===== src/core/sram_ctrl_defs.vh =====
// Purpose: Constants for the asynchronous SRAM host controller
// Assumes: 100 MHz system clock, 10 ns speed grade of the memory
// Notes: Times in ns or us, cycle counts derived from them
`ifndef SRAM_CTRL_DEFS_VH
`define SRAM_CTRL_DEFS_VH

`define CLK_PERIOD_NS 10
`define ADDR_W 21
`define DATA_W 8

// Timing figures as printed
`define DATA_SETUP_TO_WRITE_END_NS 6
`define DATA_HOLD_AFTER_WRITE_END_NS 0
`define ADDRESS_SETUP_TO_WRITE_END_NS 8
`define ADDRESS_HOLD_AFTER_WRITE_END_NS 0
`define WRITE_PULSE_MIN_OUTPUTS_OFF_NS 8
`define WRITE_PULSE_MIN_OUTPUTS_ON_NS 10
`define STROBE_TO_FLOAT_DELAY_NS 4
`define OUTPUT_DISABLE_TO_FLOAT_DELAY_NS 5
`define ACCESS_CYCLE_NS 10
`define POWER_UP_WAIT_US 150

// Cycle counts, least times rounded up
`define CDIV_UP(t) (((t) + `CLK_PERIOD_NS - 1) / `CLK_PERIOD_NS)
`define FLOAT_CYC `CDIV_UP(`STROBE_TO_FLOAT_DELAY_NS)
`define SETUP_CYC `CDIV_UP(`DATA_SETUP_TO_WRITE_END_NS)
`define PULSE_CYC `CDIV_UP(`WRITE_PULSE_MIN_OUTPUTS_ON_NS)
`define ODIS_CYC `CDIV_UP(`OUTPUT_DISABLE_TO_FLOAT_DELAY_NS)
`define ACCESS_CYC `CDIV_UP(`ACCESS_CYCLE_NS)
`define POWER_UP_CYC (`POWER_UP_WAIT_US * 1000 / `CLK_PERIOD_NS)

`endif


===== src/core/cycle_timer.v =====
// Purpose: Down counter that flags when a loaded wait has elapsed
// Assumes: Load and enable from the same clock domain
// Notes: done_out is high while the count is zero
`timescale 1ns/10ps
`default_nettype none
module cycle_timer #(
	parameter W = 16
) (
	input wire sys_clk_in,
	input wire reset_in,
	input wire ce_in,
	input wire load_in,
	input wire [W-1:0] value_in,
	output wire done_out
);
	reg [W-1:0] count_q;
	always @(posedge sys_clk_in) begin
		if (reset_in) begin
			count_q <= {W{1'b0}};
		end else if (ce_in) begin
			if (load_in) begin
				count_q <= value_in;
			end else if (count_q != {W{1'b0}}) begin
				count_q <= count_q - {{(W-1){1'b0}}, 1'b1};
			end
		end
	end
	assign done_out = (count_q == {W{1'b0}});
endmodule // cycle_timer
`default_nettype wire


===== src/core/sram_host_ctrl.v =====
// Purpose: Host controller driving a 2M x 8 asynchronous SRAM over its pins
// Assumes: One request at a time, held until accepted by ready_out
// Notes: Writes are write-strobe terminated; reads are chip-select controlled
//
// Operation
// - Write happens only while select, byte controls and strobe all active.
// - Data setup and hold are timed against the write-ending edge.
// - Data stable 6 ns before write end, may change after it.
// - Address valid 8 ns before write end, held after it.
// - Strobe low at least 8 ns, or 10 ns with output enable low.
// - With output enable low, write lasts float delay plus data setup.
// - Our data drivers stay off while memory lines still drive.
// - Read address valid no later than chip select falling.
// - Wait 150 us after power before any access.
`timescale 1ns/10ps
`default_nettype none
`include "sram_ctrl_defs.vh"
module sram_host_ctrl #(
	parameter POWER_UP_CYCLES = `POWER_UP_CYC
) (
	input wire sys_clk_in,
	input wire reset_in,
	input wire ce_in,
	input wire req_in,
	input wire write_in,
	input wire keep_oe_in,
	input wire [`ADDR_W-1:0] addr_in,
	input wire [`DATA_W-1:0] wdata_in,
	output reg ready_out,
	output reg rdata_valid_out,
	output reg [`DATA_W-1:0] rdata_out,
	output reg [`ADDR_W-1:0] mem_addr_out,
	output reg select_low_active_n_out,
	output reg select_high_active_out,
	output reg upper_byte_n_out,
	output reg lower_byte_n_out,
	output reg write_n_out,
	output reg output_enable_n_out,
	output reg [`DATA_W-1:0] mem_data_out,
	output reg mem_data_oe_n_out,
	input wire [`DATA_W-1:0] mem_data_in
);
	// ------------------------------------------------------------
	// States
	// ------------------------------------------------------------
	localparam [3:0] ST_POWERUP = 4'h0;
	localparam [3:0] ST_IDLE = 4'h1;
	localparam [3:0] ST_W_FLOAT = 4'h2;
	localparam [3:0] ST_W_PULSE = 4'h3;
	localparam [3:0] ST_W_END = 4'h4;
	localparam [3:0] ST_R_SEL = 4'h5;
	localparam [3:0] ST_R_WAIT = 4'h6;
	localparam [3:0] ST_R_DONE = 4'h7;
	localparam [3:0] ST_R_FLOAT = 4'h8;
	localparam TW = 15;
	localparam integer FLOAT_I = `FLOAT_CYC;
	localparam integer PULSE_I = `PULSE_CYC;
	localparam integer ODIS_I = `ODIS_CYC;
	localparam integer ACCESS_I = `ACCESS_CYC;
	localparam integer PWR_I = POWER_UP_CYCLES;
	localparam [TW-1:0] FLOAT_C = FLOAT_I[TW-1:0];
	localparam [TW-1:0] PULSE_C = PULSE_I[TW-1:0];
	localparam [TW-1:0] ODIS_C = ODIS_I[TW-1:0];
	localparam [TW-1:0] ACCESS_C = ACCESS_I[TW-1:0];
	localparam [TW-1:0] PWR_C = PWR_I[TW-1:0];

	// ------------------------------------------------------------
	// Pin input synchroniser
	// ------------------------------------------------------------
	reg [`DATA_W-1:0] din_meta_q;
	reg [`DATA_W-1:0] din_sync_q;
	always @(posedge sys_clk_in) begin
		if (reset_in) begin
			din_meta_q <= {`DATA_W{1'b0}};
			din_sync_q <= {`DATA_W{1'b0}};
		end else if (ce_in) begin
			din_meta_q <= mem_data_in;
			din_sync_q <= din_meta_q;
		end
	end

	// ------------------------------------------------------------
	// Wait timer
	// ------------------------------------------------------------
	reg [3:0] state_q;
	reg tload_q;
	reg [TW-1:0] tval_q;
	reg pwr_started_q;
	reg keep_oe_q;
	wire tdone;
	wire twait;
	cycle_timer #(.W(TW)) u_timer (
		.sys_clk_in(sys_clk_in),
		.reset_in(reset_in),
		.ce_in(ce_in),
		.load_in(tload_q),
		.value_in(tval_q),
		.done_out(tdone)
	);
	assign twait = tload_q | ~tdone;

	// ------------------------------------------------------------
	// Access sequencer
	// ------------------------------------------------------------
	always @(posedge sys_clk_in) begin
		if (reset_in) begin
			state_q <= ST_POWERUP;
			tload_q <= 1'b0;
			tval_q <= {TW{1'b0}};
			pwr_started_q <= 1'b0;
			keep_oe_q <= 1'b0;
			ready_out <= 1'b0;
			rdata_valid_out <= 1'b0;
			rdata_out <= {`DATA_W{1'b0}};
			mem_addr_out <= {`ADDR_W{1'b0}};
			select_low_active_n_out <= 1'b1;
			select_high_active_out <= 1'b0;
			upper_byte_n_out <= 1'b1;
			lower_byte_n_out <= 1'b1;
			write_n_out <= 1'b1;
			output_enable_n_out <= 1'b1;
			mem_data_out <= {`DATA_W{1'b0}};
			mem_data_oe_n_out <= 1'b1;
		end else if (ce_in) begin
			tload_q <= 1'b0;
			rdata_valid_out <= 1'b0;
			case (state_q)
				ST_POWERUP: begin
					if (!pwr_started_q) begin
						pwr_started_q <= 1'b1;
						tload_q <= 1'b1;
						tval_q <= PWR_C;
					end else if (!twait) begin
						state_q <= ST_IDLE;
						ready_out <= 1'b1;
					end
				end
				ST_IDLE: begin
					if (req_in && ready_out) begin
						ready_out <= 1'b0;
						mem_addr_out <= addr_in;
						keep_oe_q <= keep_oe_in;
						if (write_in) begin
							mem_data_out <= wdata_in;
							// Select and strobe fall together, on the same edge as the address
							select_low_active_n_out <= 1'b0;
							select_high_active_out <= 1'b1;
							upper_byte_n_out <= 1'b0;
							lower_byte_n_out <= 1'b0;
							write_n_out <= 1'b0;
							output_enable_n_out <= ~keep_oe_in;
							tload_q <= 1'b1;
							// Old read data may still drive the bus
							tval_q <= keep_oe_in ? FLOAT_C : {TW{1'b0}};
							state_q <= ST_W_FLOAT;
						end else begin
							// Address goes out one cycle before select
							state_q <= ST_R_SEL;
						end
					end
				end
				ST_W_FLOAT: begin
					if (!twait) begin
						mem_data_oe_n_out <= 1'b0;
						tload_q <= 1'b1;
						// Pulse covers float plus setup and the minimum width
						tval_q <= (keep_oe_q ? PULSE_C : ACCESS_C) - FLOAT_C;
						state_q <= ST_W_PULSE;
					end
				end
				ST_W_PULSE: begin
					if (!twait) begin
						// Data has stood two edges or more, well over its setup
						write_n_out <= 1'b1;
						select_low_active_n_out <= 1'b1;
						select_high_active_out <= 1'b0;
						upper_byte_n_out <= 1'b1;
						lower_byte_n_out <= 1'b1;
						// Output enable up with the strobe, memory cannot drive into our data
						output_enable_n_out <= 1'b1;
						state_q <= ST_W_END;
					end
				end
				ST_W_END: begin
					// Drivers off one edge after write end, address held
					mem_data_oe_n_out <= 1'b1;
					output_enable_n_out <= 1'b1;
					state_q <= ST_IDLE;
					ready_out <= 1'b1;
				end
				ST_R_SEL: begin
					select_low_active_n_out <= 1'b0;
					select_high_active_out <= 1'b1;
					upper_byte_n_out <= 1'b0;
					lower_byte_n_out <= 1'b0;
					output_enable_n_out <= 1'b0;
					tload_q <= 1'b1;
					tval_q <= ACCESS_C;
					state_q <= ST_R_WAIT;
				end
				ST_R_WAIT: begin
					if (!twait) begin
						state_q <= ST_R_DONE;
					end
				end
				ST_R_DONE: begin
					// Synchroniser delay means sampled data is from the access
					rdata_out <= din_sync_q;
					rdata_valid_out <= 1'b1;
					select_low_active_n_out <= ~keep_oe_q;
					select_high_active_out <= keep_oe_q;
					upper_byte_n_out <= ~keep_oe_q;
					lower_byte_n_out <= ~keep_oe_q;
					output_enable_n_out <= ~keep_oe_q;
					tload_q <= 1'b1;
					tval_q <= ODIS_C;
					state_q <= ST_R_FLOAT;
				end
				ST_R_FLOAT: begin
					// Bus free after output disable float time, unless keep_oe_q left select and output enable low
					if (!twait) begin
						state_q <= ST_IDLE;
						ready_out <= 1'b1;
					end
				end
				default: begin
					state_q <= ST_IDLE;
				end
			endcase
		end
	end
endmodule // sram_host_ctrl
`default_nettype wire


===== config.mk =====
export PLATFORM = sky130hd
export DESIGN_NAME = sram_host_ctrl
export DESIGN_NICKNAME = d
export VERILOG_FILES = /design/src/core/cycle_timer.v /design/src/core/sram_host_ctrl.v
export VERILOG_INCLUDE_DIRS = /design/src /design/src/core
export SDC_FILE = /design/constraint.sdc
export NUM_CORES = 1
export LEC_CHECK = 0
export ABC_AREA = 0
export BUFFER_PORTS_ARGS = -buffer_cell sky130_fd_sc_hd__buf_2
export CAP_MARGIN = 40
export CORE_MARGIN = 4
export CORE_UTILIZATION = 55
export DETAILED_ROUTE_END_ITERATION = 8
export PLACE_DENSITY = 0.8
export SYNTH_ARGS = -nofsm -noshare
export SYNTH_HDL_FRONTEND = slang
export SYNTH_SLANG_ARGS = --single-unit

===== constraint.sdc =====
create_clock -name sys_clk_in -period 3.95 [get_ports sys_clk_in]
set_input_delay 0.5925 -clock sys_clk_in [delete_from_list [all_inputs] [get_ports sys_clk_in]]
set_output_delay 0.5925 -clock sys_clk_in [all_outputs]
set_load 0.05 [all_outputs]

==> results.ini, run 1 <==
[status]
run_status=finished, final reports clean

[cts]
cts_root_buf=clkbuf_8
tritoncts=built
cts_resized=0
ctsHoldBuffers=0
cts_sinks=84
clk_latency_ns=0.35
post_cts_buffers=0
path_clk_slew_ns=0.09
h-tree-depth=3
clock_path_buffers=2
cts_buffers=9

[setup_path]
r2r_cells=7
crit_required_ns=4.20
crit_fanout=13
setup.worst_path.start=u_timer.count_q[0]$_SDFFE_PP0P_
cp-endpoint=output_enable_n_out$_SDFFE_PP1P_
end_kind=flip-flop
worstSetupPathType=reg2reg
critPathArrivalTime_ns=3.00
ff2ff_setup_slack_ns=1.20
r2r_end=output_enable_n_out$_SDFFE_PP1P_
r2r_start=u_timer.count_q[0]$_SDFFE_PP0P_
critPathLaunchType=flip-flop

[die]
chipHeight_microns=88.1
die_area_sq_um=7760
pin_count=89
start_util_pct=58.2
die_x_microns=88.1
num_rows=28
fp.coreArea_sq_um=6060

[yosys]
yosysWarningCount=0
synth_top_family_by_area=simple AND/OR/NAND/NOR gates
syn-num-nets=469
netlist_instances=425
synth-seq-area-share_pct=47.7
synthMuxAreaShare_pct=7.84
synthFlopType=dfxtp_1
synthSimpleGateAreaFrac_pct=22.4
synth_edf_count=0
synth-adder-area-share_pct=0.355
synthDistinctLibCells=49
synth_area_sq_um=3530
synth_compound_area_share_pct=15.5
syn_area_per_cell_sq_um=8.30
synth-seq-cells=84
synth-xor-area-share_pct=1.74
netlist.area_leader.share_pct=47.7
netlist_top_cells_area=dfxtp_1, nand2_1, mux2i_1
async_reset_ff_share_pct=0
yosysTopAreaCell=dfxtp_1

[global_route]
grt_pass1_vias=2999
grt_pass1_wl_microns=14000
gr-total-overflow=0
grt_usage_pct=22.6
antenna_found_initial=0
grt_max_degree=52

[timing]
fmax_mhz=364
period_minus_slack_ns=2.75
tightest_slew_ns=0.617
skew_ns=0.00806
hold_violations=0
post-route-period-util_pct=69.6
setup_violations=0
relSlewSlack_pct=58.8
fin_setup_tns_ns=0
drv_slew=0
rsz0062_at_grt=false
worst_slack_ns=1.20

[finish]
area_growth_syn_to_layout_pct=19.6
final_cell_mix=buf_2, dfxtp_1, nand2_1
seq_area_sq_um=1680
final_common_cell=buf_2
diodes=0
fill_cells=498
drive_above_1_share_pct=23.3
multi_input_area_sq_um=1690
final_nets=545

[place]
gp_congestion=0.920
port_buffers=88
place_ws_ns=1.22
dp_hpwl_microns=6040

[detailed_routing]
wire_per_inst_microns=15.0
routed-via-count=3242
ant_nets=0
drc=0
first_pass_iters=6
wirelength_microns=8700
drtIter0Drc=238
routed_via_density=5.58

[worst_hold_path]
hold_path_class=reg2reg
min_path_cells=2

[pwr]
p_leak_uw=0.00179
cellPowerDensity_nw_per_um2=566
ir_drop_mv=0.441

[flow_run]
drv_cap=0

[worst max-delay path: stages, from the launching register on]
cell	delay, ns
dfxtp_1	0.34
inv_1	0.08
ha_1	0.19
or4b_1	0.52
or4b_4	0.62
and2_4	0.19
nor4b_1	0.33
mux2_2	0.37
[area by class of cell]
type                            count  share of cell area (%)
Tap cell                           75                    2.22
Timing Repair Buffer               93                    11.4
Inverter                           12                    1.07
Multi-Input combinational cell    301                    40.0
Clock inverter                      7                    2.46
Sequential cell                    84                    39.9
Clock buffer                        9                    2.94
[cell usage after synthesis (all sizes together), types with 4 or more instances]
library cell / number
nor3: 7
a211oi: 5
dfxtp: 84
nor4: 6
inv: 12
a21oi: 46
nand2: 75
a31oi: 6
o21ai: 14
mux2i: 25
nor2: 49
buf: 6
or3: 5
clkbuf: 22
nand3: 8
xnor2: 4
[power breakdown]
group,switching [uW],internal (uW),total [uW]
clock network,331,366,698
registers,95.2,928,1020
logic,387,280,667
[routing by layer]
| layer | GRT usage (%) | wire length [microns] | up-vias | share of wire, % |
|---|---|---|---|---|
| met1 | 30.7 | 3900 | 1517 | 45 |
| li1 | - | - | 1616 | - |
| met2 | 36.0 | 4210 | 102 | 48 |
| met3 | 4.70 | 505 | 7 | 5.8 |
| met5 | 0 | 0 | - | 0 |
| met4 | 7.42 | 78 | 0 | 0.90 |
[registers in the layout, summed over array words and instances (netlist names)]
signal and count:
pwr_started_q 1, rdata_out 8, u_timer.count_q 15, mem_data_oe_n_out 1, tval_q 2, mem_addr_out 21, tload_q 1, select_high_active_out 1
write_n_out 1, din_meta_q 8, ready_out 1, mem_data_out 8, output_enable_n_out 1, keep_oe_q 1, lower_byte_n_out 1, din_sync_q 8
state_q 4, rdata_valid_out 1
[worst min path at each step]
stage | start | end | slack, ns
2_1_floorplan | din_sync_q[0]$_SDFFE_PP0P_ | rdata_out[0]$_SDFFE_PP0P_ | 0.43
3_3_place_gp | mem_addr_out[4]$_SDFFE_PP0P_ | mem_addr_out[4]$_SDFFE_PP0P_ | 0.44
3_5_place_dp | mem_addr_out[7]$_SDFFE_PP0P_ | mem_addr_out[7]$_SDFFE_PP0P_ | 0.44
4_1_cts | mem_addr_out[18]$_SDFFE_PP0P_ | mem_addr_out[18]$_SDFFE_PP0P_ | 0.46
5_1_grt | wdata_in[2] | mem_data_out[2]$_SDFFE_PP0P_ | 0.47
6_report | mem_addr_out[17]$_SDFFE_PP0P_ | mem_addr_out[17]$_SDFFE_PP0P_ | 0.45
[cells by family after synthesis]
family	count (synthesis)
simple gates	175
compound gates	91
flops	84
buf+inv	40
mux	27
xor+xnor	7
fa+ha+maj	1
[per-stage QoR]
stage | power, uW | hold WS, ns | utilization [%] | instance area [sq um] | instances
2_1_floorplan | 1550 | 0.431 | - | 3530 | 425
3_3_place_gp | 1670 | 0.439 | 65.5 | 3970 | 563
3_5_place_dp | 1700 | 0.445 | 65.9 | 3990 | 565
4_1_cts | 2380 | 0.458 | 69.6 | 4220 | 581
5_1_grt | 2530 | 0.465 | 69.6 | 4220 | 581
6_report | 2390 | 0.454 | 69.6 | 4220 | 581
No activity file was read; power rests on OpenSTA's default activity.
==> run 2: changes to the inputs <==
- ABC_AREA: 0 -> 1
- CORE_UTILIZATION: 55 -> 48
- PLACE_DENSITY: 0.8 -> 0.74
- clock period: 3.95 -> 2.32 ns (I/O delays scaled with it)
==> run 2 against run 1 <==
Compared with the run above:
- sequential share of layout area down 1.8 points
- wire length up 4.3%
- global-route usage down 1.5 points
- combinational power down 6.6%
- clock-buffer cell count up 2
- first-iteration DRC count down 27%
- hold slack worse by 0.23 ns
- critical path depth up 3
- highest routed layer unchanged
- synthesized cell count up 28%
- sequential cell count unchanged
- final cell count up 25%
==> results.ini, run 2 <==
[setup_path]
end_kind=flip-flop
ff2ff_setup_slack_ns=0.59
r2r_end=u_timer.count_q[11]$_SDFFE_PP0P_
cp_cell_sequence=inv_1 -> ha_1 -> nand2_2 -> nor2_4 -> nand3_4 -> nand2_4 -> inv_2 -> nand2_2 -> nor2_1 -> nor2_1
critPathMaxStageDelay_ns=0.35
crit_required_ns=2.56
cpMaxStageDelayCell=dfxtp_1
r2r_cells=10
worstSetupPathType=reg2reg
crit_fanout=13
critPathLaunchType=flip-flop
r2r_start=u_timer.count_q[0]$_SDFFE_PP0P_
critPathArrivalTime_ns=1.97

[pwr]
ir_drop_mv=0.377
p_leak_uw=0.00223
cellPowerDensity_nw_per_um2=734

[finish]
area_growth_syn_to_layout_pct=18.9
final_common_cell=nor2_1
reg.largest.list=mem_addr_out x21, u_timer.count_q x15
final_nets=669
final_cells=729
drive_above_1_share_pct=20.3
final_cell_mix=nor2_1, buf_2, nand2_1
top_register=mem_addr_out
largest_reg_flops=21
diodes=0

[yosys]
async_reset_ff_share_pct=0
synth_common_cells=nor2_1, nand2_1, dfxtp_1
synth_edf_count=0
netlist.area_leader.share_pct=45.2
synthDistinctLibCells=30
yosysWarningCount=0
synth-seq-area-share_pct=45.2
netlist_instances=542
netlist_top_cells_area=dfxtp_1, nor2_1, nand2_1
synth-seq-cells=84
synth_most_common_cell=nor2_1
synth_area_sq_um=3720
syn_area_per_cell_sq_um=6.86
yosysTopAreaCell=dfxtp_1
syn-num-nets=586
synthFlopType=dfxtp_1

[timing]
relSlewSlack_pct=64.0
drv_slew=0
setup_violations=0
post-route-period-util_pct=74.6
tightest_slew_ns=0.540
worst_slack_ns=0.590
period_minus_slack_ns=1.73
fmax_mhz=578
skew_ns=0.00790
hold_violations=0
rsz0062_at_grt=false
fin_setup_tns_ns=0

[global_route]
grt_pass1_vias=3498
antenna_found_initial=0
grt_max_degree=64
gr-total-overflow=0
grt_usage_pct=21.1
grt_pass1_wl_microns=15500

[die]
pin_count=89
chipHeight_microns=96.0
die_x_microns=96.0
start_util_pct=50.2
die_area_sq_um=9220
num_rows=31
fp.coreArea_sq_um=7410

[cts]
post_cts_buffers=0
tritoncts=built
cts_resized=0
path_clk_slew_ns=0.09
cts_root_buf=clkbuf_8
cts_buffers=9
clock_path_buffers=2
h-tree-depth=3
clk_latency_ns=0.34
ctsHoldBuffers=0
cts_sinks=84

[detailed_routing]
routed_via_density=4.95
drc=0
routed-via-count=3608
ant_nets=0
wirelength_microns=9070
wire_per_inst_microns=12.4
first_pass_iters=4
drtIter0Drc=174

[place]
dp.cells=713
dp_hpwl_microns=6550
gp_congestion=0.870
place_ws_ns=0.609
port_buffers=88

[worst_hold_path]
hold_start=mem_data_in[0]
hold_path_class=in2reg
min_path_cells=3
min_to=din_meta_q[0]$_SDFFE_PP0P_

[flow_run]
drv_cap=0

[status]
run_status=finished, final reports clean

[run 2: cell types whose count changed in the layout (fill, tap and decap cells not counted), moves of 11 or more]
cell,before,now
a21oi_1,46,27
nand2_1,75,86
o21ai_0,13,51
inv_1,12,35
nor2_1,49,158
nand3_1,8,37
mux2i_1,25,0
[run 2: final cells by class]
type	count	area, sq um
Tap cell	99	124
Sequential cell	84	1680
Timing Repair Buffer	93	478
Clock inverter	5	61.3
Clock buffer	11	141
Multi-Input combinational cell	394	1780
Inverter	43	161
Fill cell	719	2980
[run 2: routing by layer]
layer  global-route usage, %  wire [microns]  vias to the layer above
met2                    34.7            4210                       84
met4                    7.46             161                        0
met1                    25.6            4090                     1623
li1                        -               -                     1888
met3                    7.19             614                       13
met5                       0               0                        -
[run 2: logic make-up (layout without fill, tap and decap cells)]
logic type / count (synthesis) / in the layout / synth area share [%]
flops: 84 / 84 / 45.2
compound gates: 90 / 90 / 12.4
fa+ha+maj: 1 / 1 / 0.336
xor+xnor: 2 / 2 / 0.471
simple gates: 301 / 301 / 34.5
buf+inv: 64 / 152 / 7.03
[run 2: worst max-delay path: cells and delay by family, from the launching register on]
| family | cells | cell delay (ns) |
|---|---|---|
| flops | 1 | 0.35 |
| simple gates | 7 | 0.75 |
| buf+inv | 2 | 0.28 |
| fa+ha+maj | 1 | 0.26 |
[run 2: metrics by stage]
| stage | total power [uW] | util (%) | hold WS [ns] | instance area [sq um] |
|---|---|---|---|---|
| finish | 3250 | 59.7 | 0.221 | 4420 |
| CTS | 3270 | 59.7 | 0.204 | 4420 |
| floorplan | 2070 | - | 0.449 | 3720 |
| global route | 3450 | 59.7 | 0.212 | 4420 |
| global placement | 2210 | 57.0 | 0.433 | 4220 |
| detailed placement | 2220 | 57.0 | 0.440 | 4220 |
[run 2: worst max path at each step]
stage                               startpoint                          endpoint  slack, ns  depth (start not counted)
2_1_floorplan           ready_out$_SDFFE_PP0P_     lower_byte_n_out$_SDFFE_PP1P_       0.71                          7
3_3_place_gp   u_timer.count_q[0]$_SDFFE_PP0P_  u_timer.count_q[12]$_SDFFE_PP0P_       0.69                         10
3_5_place_dp   u_timer.count_q[0]$_SDFFE_PP0P_  u_timer.count_q[11]$_SDFFE_PP0P_       0.61                         10
4_1_cts        u_timer.count_q[0]$_SDFFE_PP0P_  u_timer.count_q[11]$_SDFFE_PP0P_       0.60                         10
5_1_grt        u_timer.count_q[0]$_SDFFE_PP0P_  u_timer.count_q[12]$_SDFFE_PP0P_       0.39                         10
6_report       u_timer.count_q[0]$_SDFFE_PP0P_  u_timer.count_q[11]$_SDFFE_PP0P_       0.59                         10
[run 2: power breakdown]
| part | switching, uW | internal (uW) | leakage, uW |
|---|---|---|---|
| combinational | 407 | 216 | 0.00145 |
| sequential | 58.9 | 1510 | 0.000684 |
| clock | 521 | 532 | 0.000103 |
